===== config.mk =====
export PLATFORM = sky130hd
export DESIGN_NAME = vec_entry_check
export DESIGN_NICKNAME = d
export VERILOG_FILES = /design/src/hw/vec_pkg.sv /design/src/hw/vec_chk_if.sv /design/src/hw/vec_word_check.sv /design/src/hw/vec_entry_check.sv
export VERILOG_INCLUDE_DIRS = /design/src /design/src/hw
export SDC_FILE = /design/constraint.sdc
export NUM_CORES = 1
export LEC_CHECK = 0
export ABC_AREA = 1
export ABC_CLOCK_PERIOD_IN_PS = 1610
export BUFFER_PORTS_ARGS = -buffer_cell sky130_fd_sc_hd__buf_2
export CAP_MARGIN = 0
export CELL_PAD_IN_SITES_DETAIL_PLACEMENT = 2
export CELL_PAD_IN_SITES_GLOBAL_PLACEMENT = 2
export CORE_MARGIN = 1
export CORE_UTILIZATION = 31
export DETAILED_ROUTE_END_ITERATION = 6
export PLACE_DENSITY = 0.91
export SYNTH_ARGS = -nofsm -noshare
export SYNTH_HDL_FRONTEND = slang
export SYNTH_SLANG_ARGS = --single-unit

===== constraint.sdc =====
create_clock -name i_clk -period 1.61 [get_ports i_clk]
set_input_delay 0.0805 -clock i_clk [delete_from_list [all_inputs] [get_ports i_clk]]
set_output_delay 0.0805 -clock i_clk [all_outputs]
set_load 0.02 [all_outputs]

===== src/hw/vec_consts.svh =====
// Constants for the VM entry control capability check
// Assumes one core clock and a plain register port indexed by register number
`ifndef VEC_CONSTS_SVH
`define VEC_CONSTS_SVH

// ======================================================================
// Register indices
`define VEC_OFF_PIN_CAP       12'h481
`define VEC_OFF_PROC_CAP      12'h482
`define VEC_OFF_PIN_TRUE_CAP  12'h48d
`define VEC_OFF_PROC_TRUE_CAP 12'h48e
`define VEC_OFF_BASIC_CAP     12'h4a0
`define VEC_OFF_PIN_CTL       12'h4a1
`define VEC_OFF_PROC_CTL      12'h4a2
`define VEC_OFF_CMD           12'h4a3
`define VEC_OFF_STATUS        12'h4a4
`define VEC_OFF_CLEAR         12'h4a5
`define VEC_OFF_ENABLE        12'h4a6
`define VEC_OFF_VIOL_PIN      12'h4a7
`define VEC_OFF_VIOL_PROC     12'h4a8
`define VEC_OFF_COUNT         12'h4a9

// ======================================================================
// Field positions
`define VEC_BASIC_TRUE_BIT    55
`define VEC_CMD_START_BIT     0
`define VEC_EVT_PASS_BIT      0
`define VEC_EVT_FAIL_BIT      1

// ======================================================================
// Default-one classes
`define VEC_PIN_DEF1          32'h0000_0016
`define VEC_PROC_DEF1         32'h0401_e172

// ======================================================================
// Reset values
`define VEC_CTL_RST           32'h0000_0000
`define VEC_EVT_RST           2'h0
`define VEC_CNT_RST           16'h0000
`define VEC_DATA_RST          64'h0000_0000_0000_0000

// ======================================================================
// Capability defaults
`define VEC_BASIC_CAP_DEF     64'h0080_0000_0000_0000
`define VEC_PIN_CAP_DEF       64'h0000_007f_0000_0016
`define VEC_PIN_TRUE_CAP_DEF  64'h0000_007f_0000_0000
`define VEC_PROC_CAP_DEF      64'hffff_fffe_0401_e172
`define VEC_PROC_TRUE_CAP_DEF 64'hffff_fffe_0000_0000

`endif


===== src/hw/vec_pkg.sv =====
// Types for the VM entry control capability check
// Assumes no numbers from vec_consts.svh; widths are written in place
package vec_pkg;

  // ======================================================================
  // Per-word violation vectors
  typedef struct packed {
    logic [31:0] zero_viol;
    logic [31:0] one_viol;
    logic [31:0] def1_viol;
  } vec_viol_t;

  typedef logic [63:0] vec_cap_t;
  typedef logic [31:0] vec_ctl_t;

endpackage : vec_pkg


===== src/hw/vec_chk_if.sv =====
// Carrier between the top and one control word checker
// Assumes one instance per control word
`timescale 1ns/100ps
`default_nettype none

interface vec_chk_if;
  import vec_pkg::*;

  vec_ctl_t  ctl;
  vec_cap_t  cap;
  vec_ctl_t  def1;
  logic      true_en;
  vec_viol_t viol;

  modport chk (input ctl, input cap, input def1, input true_en, output viol);
  modport own (output ctl, output cap, output def1, output true_en, input viol);

endinterface : vec_chk_if

`default_nettype wire


===== src/hw/vec_word_check.sv =====
// Checks one control word against its effective capability
// Assumes the top hands over the capability already chosen by basic bit 55
`timescale 1ns/100ps
`default_nettype none

module vec_word_check
  import vec_pkg::*;
(
  vec_chk_if.chk bus
);

  // ======================================================================
  // Per-bit checks
  genvar x;
  generate
    for (x = 0; x < 32; x = x + 1) begin : g_bit
      assign bus.viol.zero_viol[x] = bus.cap[x] & ~bus.ctl[x];
      assign bus.viol.one_viol[x]  = ~bus.cap[32 + x] & bus.ctl[x];
      assign bus.viol.def1_viol[x] = ~bus.true_en & bus.def1[x] & ~bus.ctl[x];
    end
  endgenerate

endmodule : vec_word_check

`default_nettype wire


===== src/hw/vec_entry_check.sv =====
// Top of the VM entry control capability check
// Assumes a register port on the core clock, read data one cycle after the strobe
//
// Decided for this implementation: the address-and-strobe port.
`timescale 1ns/100ps
`default_nettype none
`include "vec_consts.svh"

module vec_entry_check
  import vec_pkg::*;
#(
  parameter vec_cap_t P_BASIC_CAP     = `VEC_BASIC_CAP_DEF,
  parameter vec_cap_t P_PIN_CAP       = `VEC_PIN_CAP_DEF,
  parameter vec_cap_t P_PIN_TRUE_CAP  = `VEC_PIN_TRUE_CAP_DEF,
  parameter vec_cap_t P_PROC_CAP      = `VEC_PROC_CAP_DEF,
  parameter vec_cap_t P_PROC_TRUE_CAP = `VEC_PROC_TRUE_CAP_DEF
) (
  input  wire logic        i_clk,
  input  wire logic        i_rst_n,
  input  wire logic [11:0] i_addr,
  input  wire logic [63:0] i_wdata,
  input  wire logic        i_wr,
  input  wire logic        i_rd,
  output var  logic [63:0] o_rdata,
  output var  logic        o_entry_done,
  output var  logic        o_entry_fail,
  output var  logic        o_irq
);

  // ======================================================================
  // Effective capabilities
  logic     true_en;
  vec_cap_t pin_std_rd;
  vec_cap_t proc_std_rd;
  vec_cap_t pin_true_rd;
  vec_cap_t proc_true_rd;

  assign true_en      = P_BASIC_CAP[`VEC_BASIC_TRUE_BIT];
  assign pin_std_rd   = P_PIN_CAP | {32'h0000_0000, `VEC_PIN_DEF1};
  assign proc_std_rd  = P_PROC_CAP | {32'h0000_0000, `VEC_PROC_DEF1};
  assign pin_true_rd  = true_en ? P_PIN_TRUE_CAP : `VEC_DATA_RST;
  assign proc_true_rd = true_en ? P_PROC_TRUE_CAP : `VEC_DATA_RST;

  // ======================================================================
  // Register state
  vec_ctl_t    pin_ctl;
  vec_ctl_t    proc_ctl;
  logic [1:0]  status;
  logic [1:0]  enable;
  vec_ctl_t    viol_pin;
  vec_ctl_t    viol_proc;
  logic [15:0] pass_cnt;
  logic [15:0] fail_cnt;

  vec_ctl_t    next_pin_ctl;
  vec_ctl_t    next_proc_ctl;
  logic [1:0]  next_status;
  logic [1:0]  next_enable;
  vec_ctl_t    next_viol_pin;
  vec_ctl_t    next_viol_proc;
  logic [15:0] next_pass_cnt;
  logic [15:0] next_fail_cnt;
  logic [63:0] next_rdata;
  logic        next_done;
  logic        next_fail;
  logic        next_irq;

  // ======================================================================
  // Word checkers
  vec_chk_if pin_bus ();
  vec_chk_if proc_bus ();

  assign pin_bus.ctl      = pin_ctl;
  assign pin_bus.cap      = true_en ? P_PIN_TRUE_CAP : pin_std_rd;
  assign pin_bus.def1     = `VEC_PIN_DEF1;
  assign pin_bus.true_en  = true_en;
  assign proc_bus.ctl     = proc_ctl;
  assign proc_bus.cap     = true_en ? P_PROC_TRUE_CAP : proc_std_rd;
  assign proc_bus.def1    = `VEC_PROC_DEF1;
  assign proc_bus.true_en = true_en;

  vec_word_check u_pin_check (
    .bus (pin_bus.chk)
  );

  vec_word_check u_proc_check (
    .bus (proc_bus.chk)
  );

  // ======================================================================
  // Entry decision
  logic     start;
  logic     fail_any;
  vec_ctl_t pin_or;
  vec_ctl_t proc_or;

  assign start = i_wr && (i_addr == `VEC_OFF_CMD) && i_wdata[`VEC_CMD_START_BIT];
  assign pin_or  = pin_bus.viol.zero_viol | pin_bus.viol.one_viol
                 | pin_bus.viol.def1_viol;
  assign proc_or = proc_bus.viol.zero_viol | proc_bus.viol.one_viol
                 | proc_bus.viol.def1_viol;
  assign fail_any = (|pin_or) | (|proc_or);

  // ======================================================================
  // Control words and enables
  always_comb begin
    next_pin_ctl  = pin_ctl;
    next_proc_ctl = proc_ctl;
    next_enable   = enable;
    if (i_wr) begin
      case (i_addr)
        `VEC_OFF_PIN_CTL:  next_pin_ctl  = i_wdata[31:0];
        `VEC_OFF_PROC_CTL: next_proc_ctl = i_wdata[31:0];
        `VEC_OFF_ENABLE:   next_enable   = i_wdata[1:0];
        default: begin
          next_pin_ctl = pin_ctl;
        end
      endcase
    end
  end

  always_ff @(posedge i_clk) begin
    if (!i_rst_n) begin
      pin_ctl  <= `VEC_CTL_RST;
      proc_ctl <= `VEC_CTL_RST;
      enable   <= `VEC_EVT_RST;
    end else begin
      pin_ctl  <= next_pin_ctl;
      proc_ctl <= next_proc_ctl;
      enable   <= next_enable;
    end
  end

  // ======================================================================
  // Results and counters
  always_comb begin
    next_done      = start;
    next_fail      = start & fail_any;
    next_viol_pin  = viol_pin;
    next_viol_proc = viol_proc;
    next_pass_cnt  = pass_cnt;
    next_fail_cnt  = fail_cnt;
    if (start) begin
      next_viol_pin  = pin_or;
      next_viol_proc = proc_or;
      if (fail_any) begin
        next_fail_cnt = fail_cnt + 16'h0001;
      end else begin
        next_pass_cnt = pass_cnt + 16'h0001;
      end
    end
  end

  always_ff @(posedge i_clk) begin
    if (!i_rst_n) begin
      o_entry_done <= 1'b0;
      o_entry_fail <= 1'b0;
      viol_pin     <= `VEC_CTL_RST;
      viol_proc    <= `VEC_CTL_RST;
      pass_cnt     <= `VEC_CNT_RST;
      fail_cnt     <= `VEC_CNT_RST;
    end else begin
      o_entry_done <= next_done;
      o_entry_fail <= next_fail;
      viol_pin     <= next_viol_pin;
      viol_proc    <= next_viol_proc;
      pass_cnt     <= next_pass_cnt;
      fail_cnt     <= next_fail_cnt;
    end
  end

  // ======================================================================
  // Event status and interrupt
  logic [1:0] clr;
  logic [1:0] set;

  always_comb begin
    clr = 2'h0;
    if (i_wr && (i_addr == `VEC_OFF_CLEAR)) begin
      clr = i_wdata[1:0];
    end
    set = 2'h0;
    set[`VEC_EVT_PASS_BIT] = start & ~fail_any;
    set[`VEC_EVT_FAIL_BIT] = start & fail_any;
    next_status = (status & ~clr) | set;
    next_irq    = |(next_status & next_enable);
  end

  always_ff @(posedge i_clk) begin
    if (!i_rst_n) begin
      status <= `VEC_EVT_RST;
      o_irq  <= 1'b0;
    end else begin
      status <= next_status;
      o_irq  <= next_irq;
    end
  end

  // ======================================================================
  // Read port
  always_comb begin
    next_rdata = `VEC_DATA_RST;
    if (i_rd) begin
      case (i_addr)
        `VEC_OFF_BASIC_CAP:     next_rdata = P_BASIC_CAP;
        `VEC_OFF_PIN_CAP:       next_rdata = pin_std_rd;
        `VEC_OFF_PROC_CAP:      next_rdata = proc_std_rd;
        `VEC_OFF_PIN_TRUE_CAP:  next_rdata = pin_true_rd;
        `VEC_OFF_PROC_TRUE_CAP: next_rdata = proc_true_rd;
        `VEC_OFF_PIN_CTL:       next_rdata = {32'h0000_0000, pin_ctl};
        `VEC_OFF_PROC_CTL:      next_rdata = {32'h0000_0000, proc_ctl};
        `VEC_OFF_STATUS:        next_rdata = {62'h0, status};
        `VEC_OFF_ENABLE:        next_rdata = {62'h0, enable};
        `VEC_OFF_VIOL_PIN:      next_rdata = {32'h0000_0000, viol_pin};
        `VEC_OFF_VIOL_PROC:     next_rdata = {32'h0000_0000, viol_proc};
        `VEC_OFF_COUNT:         next_rdata = {32'h0000_0000, fail_cnt, pass_cnt};
        default:                next_rdata = `VEC_DATA_RST;
      endcase
    end
  end

  always_ff @(posedge i_clk) begin
    if (!i_rst_n) begin
      o_rdata <= `VEC_DATA_RST;
    end else begin
      o_rdata <= next_rdata;
    end
  end

endmodule : vec_entry_check

`default_nettype wire


* After elaboration in Yosys (flattened, before gate mapping)
Index checks and enable logic that the tools add are counted.
** Word-level totals
- Flip-flop bits (word level) :: 193
** Operators by class
- Add/subtract/negate cells :: 2
- Eq/ne operators :: 14
- Reductions and logical operators :: 10
- Bitwise gates (word level) :: 8
- Muxes and demuxes :: 4
** Operator list (number)
- $pmux 64 s12 :: 1
- $eq 12x11->1 const B :: 14
- $add 16x1->16 const B :: 2
- $reduce_or 25->1 :: 1
- $reduce_and 2->1 :: 5
- $mux 2 :: 3
- $and 2x2->2 :: 2
- $logic_and 1x1->1 :: 3
- $and 1x1->1 :: 2
- $not 2->2 :: 1
- $or 2x2->2 :: 1
- $reduce_or 2->1 :: 1
- $not 1->1 :: 1
- $or 1x1->1 :: 1

* Logic depth before layout (Yosys ltp)
Gate-level depths: netlist of run 1.
- Word-level depth :: 8
- Mapped depth :: 11
- Mapped depth without buffers :: 11

* Cells and area by module
From an unflattened synthesis of run 1, not the netlist that was laid out.
** Unflattened totals
- Cells, all modules :: 1831
- Area total of the unflattened synthesis :: 11462.2 um2
** Modules (own cells, without submodules)
- vec_entry_check :: cells an instance 1439, times used 1, seq. area each 4063.9 um2, area each 9970.8 um2
- vec_word_check :: cells an instance 196, times used 2, seq. area each 0.0 um2, area each 745.7 um2

* Worst setup path before layout of run 1
Ideal clock, no wire load.
- Path type :: reg2reg
- Start point :: reg fail_cnt[0]
- End point :: reg fail_cnt[8]
- Setup time :: 0.065 ns
- Data required time :: 1.545 ns
- Slack :: 0.163 ns
- Stages on the path, launching flop included :: 10
- Buffers on the path :: 0
- Arrival :: 1.382 ns
- Path through :: dfxtp_1 ha_1 nand2_1 nor3_1 nand2_1 nor2_1 nand3_1 nand2_1 nand2_1 nor2_1
** On the way
- Longest elaborated chain between the ends :: 1
** Ends and longest elaborated chain
- start: declaration :: RTL line vec_entry_check.sv:53 : logic [15:0] fail_cnt;
- start signal: assignment :: RTL line vec_entry_check.sv:161 : fail_cnt <= `VEC_CNT_RST;
- start signal: assignment :: RTL line vec_entry_check.sv:168 : fail_cnt <= next_fail_cnt;
- $add 16x1->16 :: RTL line vec_entry_check.sv:147 : next_fail_cnt = fail_cnt + 16'h0001;
Every way passes these cells.
A chain may end at the register's enable or synchronous reset.

* Worst setup path after layout of run 1
- Start point :: reg pin_ctl[8] (netlist: pin_bus.ctl[8])
- End point :: reg pass_cnt[12]
** On the way
- Longest elaborated chain between the ends :: 4
** Ends and longest elaborated chain
- start: declaration :: RTL line vec_entry_check.sv:46 : vec_ctl_t pin_ctl;
- start signal: assignment :: RTL line vec_entry_check.sv:124 : pin_ctl <= `VEC_CTL_RST;
- start signal: assignment :: RTL line vec_entry_check.sv:128 : pin_ctl <= next_pin_ctl;
- $reduce_or 25->1 :: RTL line vec_entry_check.sv:102 : assign fail_any = (|pin_or) | (|proc_or);
- $or 1x1->1 :: RTL line vec_entry_check.sv:102
- $not 1->1 (no line)
- $reduce_and 2->1 (no line)
- end signal: assignment :: RTL line vec_entry_check.sv:160 : pass_cnt <= `VEC_CNT_RST;
- end signal: assignment :: RTL line vec_entry_check.sv:167 : pass_cnt <= next_pass_cnt;
- end: declaration :: RTL line vec_entry_check.sv:52 : logic [15:0] pass_cnt;
Every way passes these cells.

==> results of run 1 <==
-- layout by cell type (no fill, tap or decap), types with 11 or more instances in the layout --
| cell | synthesis | final |
|---|---|---|
| a21oi_1 | 93 | 78 |
| a21oi_2 | 10 | 24 |
| buf_12 | 0 | 11 |
| buf_2 | 13 | 114 |
| buf_4 | 39 | 83 |
| clkbuf_16 | 0 | 18 |
| dfxtp_1 | 165 | 143 |
| dfxtp_2 | 0 | 17 |
| dlygate4sd3_1 | 0 | 32 |
| inv_1 | 89 | 81 |
| inv_2 | 11 | 18 |
| nand2_1 | 232 | 190 |
| nand2_2 | 17 | 47 |
| nand3_1 | 94 | 82 |
| nand3_2 | 0 | 11 |
| nand4_1 | 14 | 14 |
| nor2_1 | 170 | 134 |
| nor2_2 | 7 | 22 |
| nor2_4 | 5 | 27 |
| o21ai_0 | 113 | 107 |
| xor2_1 | 13 | 12 |
-- tightest hold or removal path: stages --
cell and delay (ns):
buf_2 0.08, nand2_1 0.19, nor2_1 0.16
-- flip-flops by register name (all words and copies together), names as in the netlist --
name          count
status            2
viol_proc         1
pass_cnt         16
viol_pin         25
o_entry_fail      1
proc_bus.ctl     32
pin_bus.ctl      32
o_rdata          36
fail_cnt         16
o_entry_done      1
enable            2
o_irq             1
-- metrics by stage --
stage	hold WS [ns]	utilization	worst slack, ns	setup TNS (ns)
2_1_floorplan	0.224	-	0.163	0
3_3_place_gp	0.347	0.367	-0.216	-6.78
3_5_place_dp	0.357	0.367	-0.380	-19.21
4_1_cts	0.0644	0.418	-0.0820	-0.365
5_1_grt	0.0753	0.437	-0.330	-6.21
6_report	0.0778	0.437	-0.297	-5.22
-- final timing paths --
path	end	cells past startpoint	slack, ns	startpoint
hold reg to reg	viol_pin[7]$_SDFFE_PN0P_	2	0.47	viol_pin[7]$_SDFFE_PN0P_
setup / recovery	pass_cnt[12]$_SDFFE_PN0P_	11	-0.30	pin_bus.ctl[8]$_SDFFE_PN0P_
setup reg to reg	pass_cnt[12]$_SDFFE_PN0P_	11	-0.30	pin_bus.ctl[8]$_SDFFE_PN0P_
hold / removal	o_rdata[30]$_SDFF_PN0_	3	0.08	i_rd
-- layout make-up --
class                   instances  area, µm²
multi-input cells             798       4360
clock inverters                15        159
inverters                     100        378
well taps                     330        413
fillers                      2815      14200
repair buffers                251       1920
clock buffers                  17        425
flip-flops and latches        165       3340
-- synth_stat cells (2+ instances only) --
cell,count
ha_1,2
nand2_1,232
buf_4,39
nand4_1,14
nor2_8,3
buf_2,13
inv_1,89
a211oi_1,6
buf_6,4
clkbuf_1,26
nor2_2,7
o21ai_0,113
nor2_1,170
a21oi_1,93
nand2_2,17
and2_1,3
nor3_1,6
xor2_1,13
inv_2,11
nor2_4,5
dfxtp_1,165
a21oi_2,10
nand3_1,94
o21ai_1,2
-- cell families (layout without fill, tap and decap cells) --
logic type / after synthesis / after routing
fa+ha+maj: 2 / 2
buf+inv: 184 / 383
xor+xnor: 13 / 13
compound gates: 226 / 226
flops: 165 / 165
simple gates: 556 / 557
-- power breakdown --
group	internal [mW]	total [mW]	switching, mW
logic	0.165	0.492	0.327
registers	4.07	4.07	0.000381
clock network	2.08	4.39	2.31
total	6.31	8.95	2.63
-- timing repair --
item / 4_1_cts / 5_1_grt
setup buffers: 3 / 11
pin swaps: 16 / 34
resized for setup: 87 / 118
setup endpoints to repair: 35 / 94
hold buffers: 32 / 0
gates cloned: 3 / 2
hold endpoints to repair: 52 / 0
-- layer usage --
metal | global-route usage | vias to the layer above | wire [µm]
li1 | - | 4044 | -
met1 | 0.426 | 5125 | 20100
met2 | 0.649 | 767 | 26300
met3 | 0.0815 | 339 | 4320
met4 | 0.268 | 2 | 4470
met5 | 0 | - | 27
==> impl_metrics.yaml, run 1 <==
status:
  status: "finished, violations left"
  violations: "setup timing"
layout:
  final_cell_area_mm2: 0.0110
  areaGrowthSynthToFinish_pct: 38.2
  antenna_cells: 0
  fin_cells: 1676
  drive_gt1_frac: 0.337
  final_net_count: 1415
cts:
  insertion_delay_ns: 0.48
  cts_root_buf: "clkbuf_16"
  htreeDepth: 4
  path_clk_slew_ns: 0.08
  clk_path_buf_depth: 2
  cts_sinks: 165
  cts_tree: "yes"
  numCtsBuffers: 17
synthesis:
  synth_fa_ha_area_frac: 0.00314
  ys.flop_type: "dfxtp_1"
  yosys.area_share.simple: 0.307
  synth_xor_area_frac: 0.0143
  synth_top_area_cell: "dfxtp_1"
  yosysWarningCount: 0
  synth_top_family_by_area: "simple AND/OR/NAND/NOR gates"
  synth_cells: 1146
  syn_area_mm2: 0.00796
  synth-async-reset-ratio: 0
  avgSynthCellArea_um2: 6.94
  synth_edf_count: 0
  synth-seq-area-share: 0.415
  synthMuxAreaShare: 0
  ys_seq_elements: 165
  synth.distinct_cells: 33
  synth_compound_area_frac: 0.149
  synth_nets: 1228
  netlist_top_cells_area: "dfxtp_1 (42%), nand2_1 (11%), nor2_1 (8.0%)"
  yosysTopAreaCellShare: 0.415
power:
  ir_worst_vdd_mv: 0.796
  powerDensity_mw_per_mm2: 813
  total_power_mw: 8.95
  leakage_nw: 4.60
sta:
  post-route-min-period_ns: 1.91
  setup_slack_ns: -0.297
  slew_headroom: 0.622
  slew_violations: 0
  skew_ns: 0.0167
  tightest_slew_ns: 0.562
  rsz0062_at_grt: "yes"
  hold_viol_final: 0
  timing.fmax_ghz: 0.524
  finalCritPeriodShare: 1.18
  setup_viol: 38
die:
  rows: 58
  die_area_mm2: 0.0263
  io_pins: 147
  core_area_mm2: 0.0252
  die_w_um: 162
  initial_utilization: 0.316
  die_h_um: 162
hold_path:
  hold_class: "input port to flop"
setup_path:
  max_stage_delay_ns: 0.38
  path_common_cell: "nor2_4"
  arrival_ns: 2.32
  cp-end-kind: "flop"
  cpLargestDelayFamily: "simple AND/OR/NAND/NOR gates"
  crit_chain: "nor2_4, nand2_2, nor2_4, nand2_2, nor2_4, buf_6, buf_16, nand3_1, nand2_1, inv_1, nor2_2"
  cp_data_required_time_ns: 2.02
  start_kind: "flop"
  critPathKind: "flop to flop"
  worst_path_max_delay_cell: "dfxtp_4"
  cp_max_fo: 6
  critPathBufInv: 3
placed_design:
  portBuffers: 114
  place_congestion: 0.895
  place_hpwl_mm: 26.3
  placed_cell_area_mm2: 0.00925
  dp.cells: 1597
grt:
  overflow: 0
  grt_max_degree: 33
  grt_pass1_vias: 11000
  grt_usage: 0.382
  antenna_found_initial: 0
  grt_pass1_wl_mm: 73.5
routing:
  wirelength_mm: 55.3
  ant_nets: 0
  dr.pass1.iters: 6
  dr.first_iter.drc_count: 965
  drc: 0
  vias: 10300
  avgViaCountPerCell: 6.13
  avgRoutedWirePerCell_um: 33.0
flow_run:
  cap_violations: 0
Note: power is estimated with default switching activity, not from simulation.
==> run 2: changes to the inputs <==
CORE_UTILIZATION = 32   (was 31)
PLACE_DENSITY = 0.83   (was 0.91)
SKIP_CTS_REPAIR_TIMING = 1   (was unset)
SYNTH_HIERARCHICAL = 1   (was unset)
==> impl_metrics.yaml, run 2 <==
grt:
  antenna_found_initial: 0
  grt_pass1_vias: 15900
  overflow: 0
  grt_max_degree: 67
  grt_usage: 0.343
  grt_pass1_wl_mm: 95.8
die:
  die_area_mm2: 0.0366
  rows: 68
  io_pins: 147
  die_h_um: 191
  core_area_mm2: 0.0349
  die_w_um: 191
  initial_utilization: 0.329
setup_path:
  arrival_ns: 2.69
  path_common_cell: "nand3_2"
  cp_data_required_time_ns: 2.05
  r2r-start: "pin_bus.ctl[26]$_SDFFE_PN0P_"
  critPathBufInv: 1
  crit_chain: "inv_2, nor2_1, nor3_1, nand3_2, nor2_4, nand2_4, nor2_8, nand3_2, nand2_1, a21oi_1"
  critPathKind: "flop to flop"
  start_kind: "flop"
  rr_endpoint: "pass_cnt[5]$_SDFFE_PN0P_"
  worst_path_max_delay_cell: "nor3_1"
  cp_max_fo: 9
  cpLargestDelayFamily: "simple AND/OR/NAND/NOR gates"
  cp-end-kind: "flop"
  rrSetupSlack_ns: -0.64
  reg2reg_depth: 10
  max_stage_delay_ns: 0.41
layout:
  mostFrequentLayoutCell: "nor2_1"
  largest_reg_flops: 36
  fill_cells: 4282
  top_register: "o_rdata"
  final_cell_mix: "nor2_1 (419), nand2_1 (293), inv_1 (242)"
  final_net_count: 2358
  drive_gt1_frac: 0.200
  antenna_cells: 0
  areaGrowthSynthToFinish_pct: 37.9
cts:
  cts_tree: "yes"
  cts_root_buf: "clkbuf_16"
  path_clk_slew_ns: 0.07
  cts_sinks: 203
  htreeDepth: 1
  numCtsBuffers: 26
  insertion_delay_ns: 0.57
  clk_path_buf_depth: 3
sta:
  tightest_slew_ns: 0.673
  timing.fmax_ghz: 0.444
  setup_viol: 39
  setup_slack_ns: -0.643
  finalCritPeriodShare: 1.40
  holdWs_ns: 0.0452
  rsz0062_at_grt: "yes"
  post-route-min-period_ns: 2.25
  skew_ns: 0.0196
  slew_headroom: 0.551
  slew_violations: 0
  hold_viol_final: 0
synthesis:
  netlist_top_cells_area: "dfxtp_1 (35%), nor2_1 (15%), nand2_1 (10%)"
  synth_common_cells: "nor2_1 (447), nand2_1 (307), inv_1 (261), dfxtp_1 (203), o21ai_0 (139)"
  synth_cells: 1831
  synth_top_area_cell: "dfxtp_1"
  ys_seq_elements: 203
  avgSynthCellArea_um2: 6.26
  ys.flop_type: "dfxtp_1"
  synth_most_common_cell: "nor2_1"
  synth-seq-area-share: 0.355
  yosysTopAreaCellShare: 0.355
  synth.distinct_cells: 40
  synth_edf_count: 0
  syn_area_mm2: 0.0115
  yosysWarningCount: 6
  synth-async-reset-ratio: 0
power:
  total_power_mw: 12.2
  p_seq_frac: 0.412
  powerDensity_mw_per_mm2: 770
  swShare: 0.282
  ir_worst_vdd_mv: 0.879
  pwr-share-clk: 0.496
  share_comb_of_total_power: 0.092
  p_int_mw: 8.73
  p_sw_mw: 3.44
  leakage_nw: 6.92
flow_run:
  cap_violations: 0
hold_path:
  hold_class: "input port to flop"
  whs_endpoint: "o_rdata[55]$_SDFF_PN0_"
  worstHoldStart: "i_addr[2]"
  hold_depth: 5
status:
  status: "finished, violations left"
  violations: "setup timing"
placed_design:
  portBuffers: 114
  place_congestion: 0.834
  place_hpwl_mm: 36.6
  pre_cts_ws_ns: -0.450
routing:
  ant_nets: 0
  wirelength_mm: 75.0
  vias: 15100
  avgRoutedWirePerCell_um: 27.3
  dr.pass1.iters: 5
  dr.first_iter.drc_count: 1031
  drc: 0
  avgViaCountPerCell: 5.49
==> run 2: logic make-up after synthesis <==
logic type,share of synthesized area
buffers and inverters,0.144
DFF,0.355
AOI/OAI and AO/OA,0.157
xor gates and xnor gates,0.0191
other,0.000655
adders and majority gates,0.00218
and+or+nand+nor,0.322
==> run 2: worst register-to-register path, delay by kind of cell, from the launching register on <==
kind	cells	cell delay, ns
AND/OR/NAND/NOR	8	1.60
buffers and inverters	1	0.08
flip-flops	1	0.33
AO/OA/AOI/OAI	1	0.11
==> run 2: layer usage <==
layer | global-route usage | part of all wire | vias up
met5 | 0 | 0 | -
met4 | 0.138 | 0.057 | 0
met3 | 0.0347 | 0.054 | 307
met2 | 0.624 | 0.49 | 710
met1 | 0.410 | 0.39 | 7663
li1 | - | - | 6429
==> run 2: stage by stage <==
step                      setup TNS, ns  cells  utilization  area (µm²)
after floorplan                       0   2027            -       12200
after global placement           -16.53   2642        0.405       14100
after detailed placement         -27.28   2642        0.405       14100
after CTS                        -18.30   2689        0.429       15000
after global routing             -21.78   2750        0.453       15800
final                            -20.38   2750        0.453       15800
==> run 2: layout make-up <==
cell class,count,area [µm²],area share
Clock buffer,41,798,0.0505
Clock inverter,6,30.0,0.00190
Inverter,275,1030,0.0653
Multi-Input combinational cell,1452,6760,0.428
Sequential cell,203,4090,0.259
Tap cell,455,569,0.0360
Timing Repair Buffer,318,2530,0.160
==> run 2: power groups by stage <==
stage	clock network (mW)	logic, mW	registers (mW)
2_1_floorplan	0	0.493	5.13
5_1_grt	6.25	1.18	5.02
4_1_cts	6.01	0.734	5.02
6_report	6.04	1.12	5.02
3_3_place_gp	0	0.688	5.13
3_5_place_dp	0	0.710	5.13
==> run 2: how the worst max path moves through the flow <==
stage	slack, ns	end	cells after the start	startpoint
global route	-0.66	pass_cnt[5]$_SDFFE_PN0P_	10	pin_bus.ctl[26]$_SDFFE_PN0P_
detailed placement	-0.45	pass_cnt[3]$_SDFFE_PN0P_	12	pin_bus.ctl[7]$_SDFFE_PN0P_
finish	-0.64	pass_cnt[5]$_SDFFE_PN0P_	10	pin_bus.ctl[26]$_SDFFE_PN0P_
CTS	-0.63	fail_cnt[4]$_SDFFE_PN0P_	13	pin_bus.ctl[31]$_SDFFE_PN0P_
floorplan	0.001	fail_cnt[8]$_SDFFE_PN0P_	14	pin_bus.ctl[20]$_SDFFE_PN0P_
global placement	-0.27	o_irq$_SDFF_PN0_	14	pin_bus.ctl[7]$_SDFFE_PN0P_
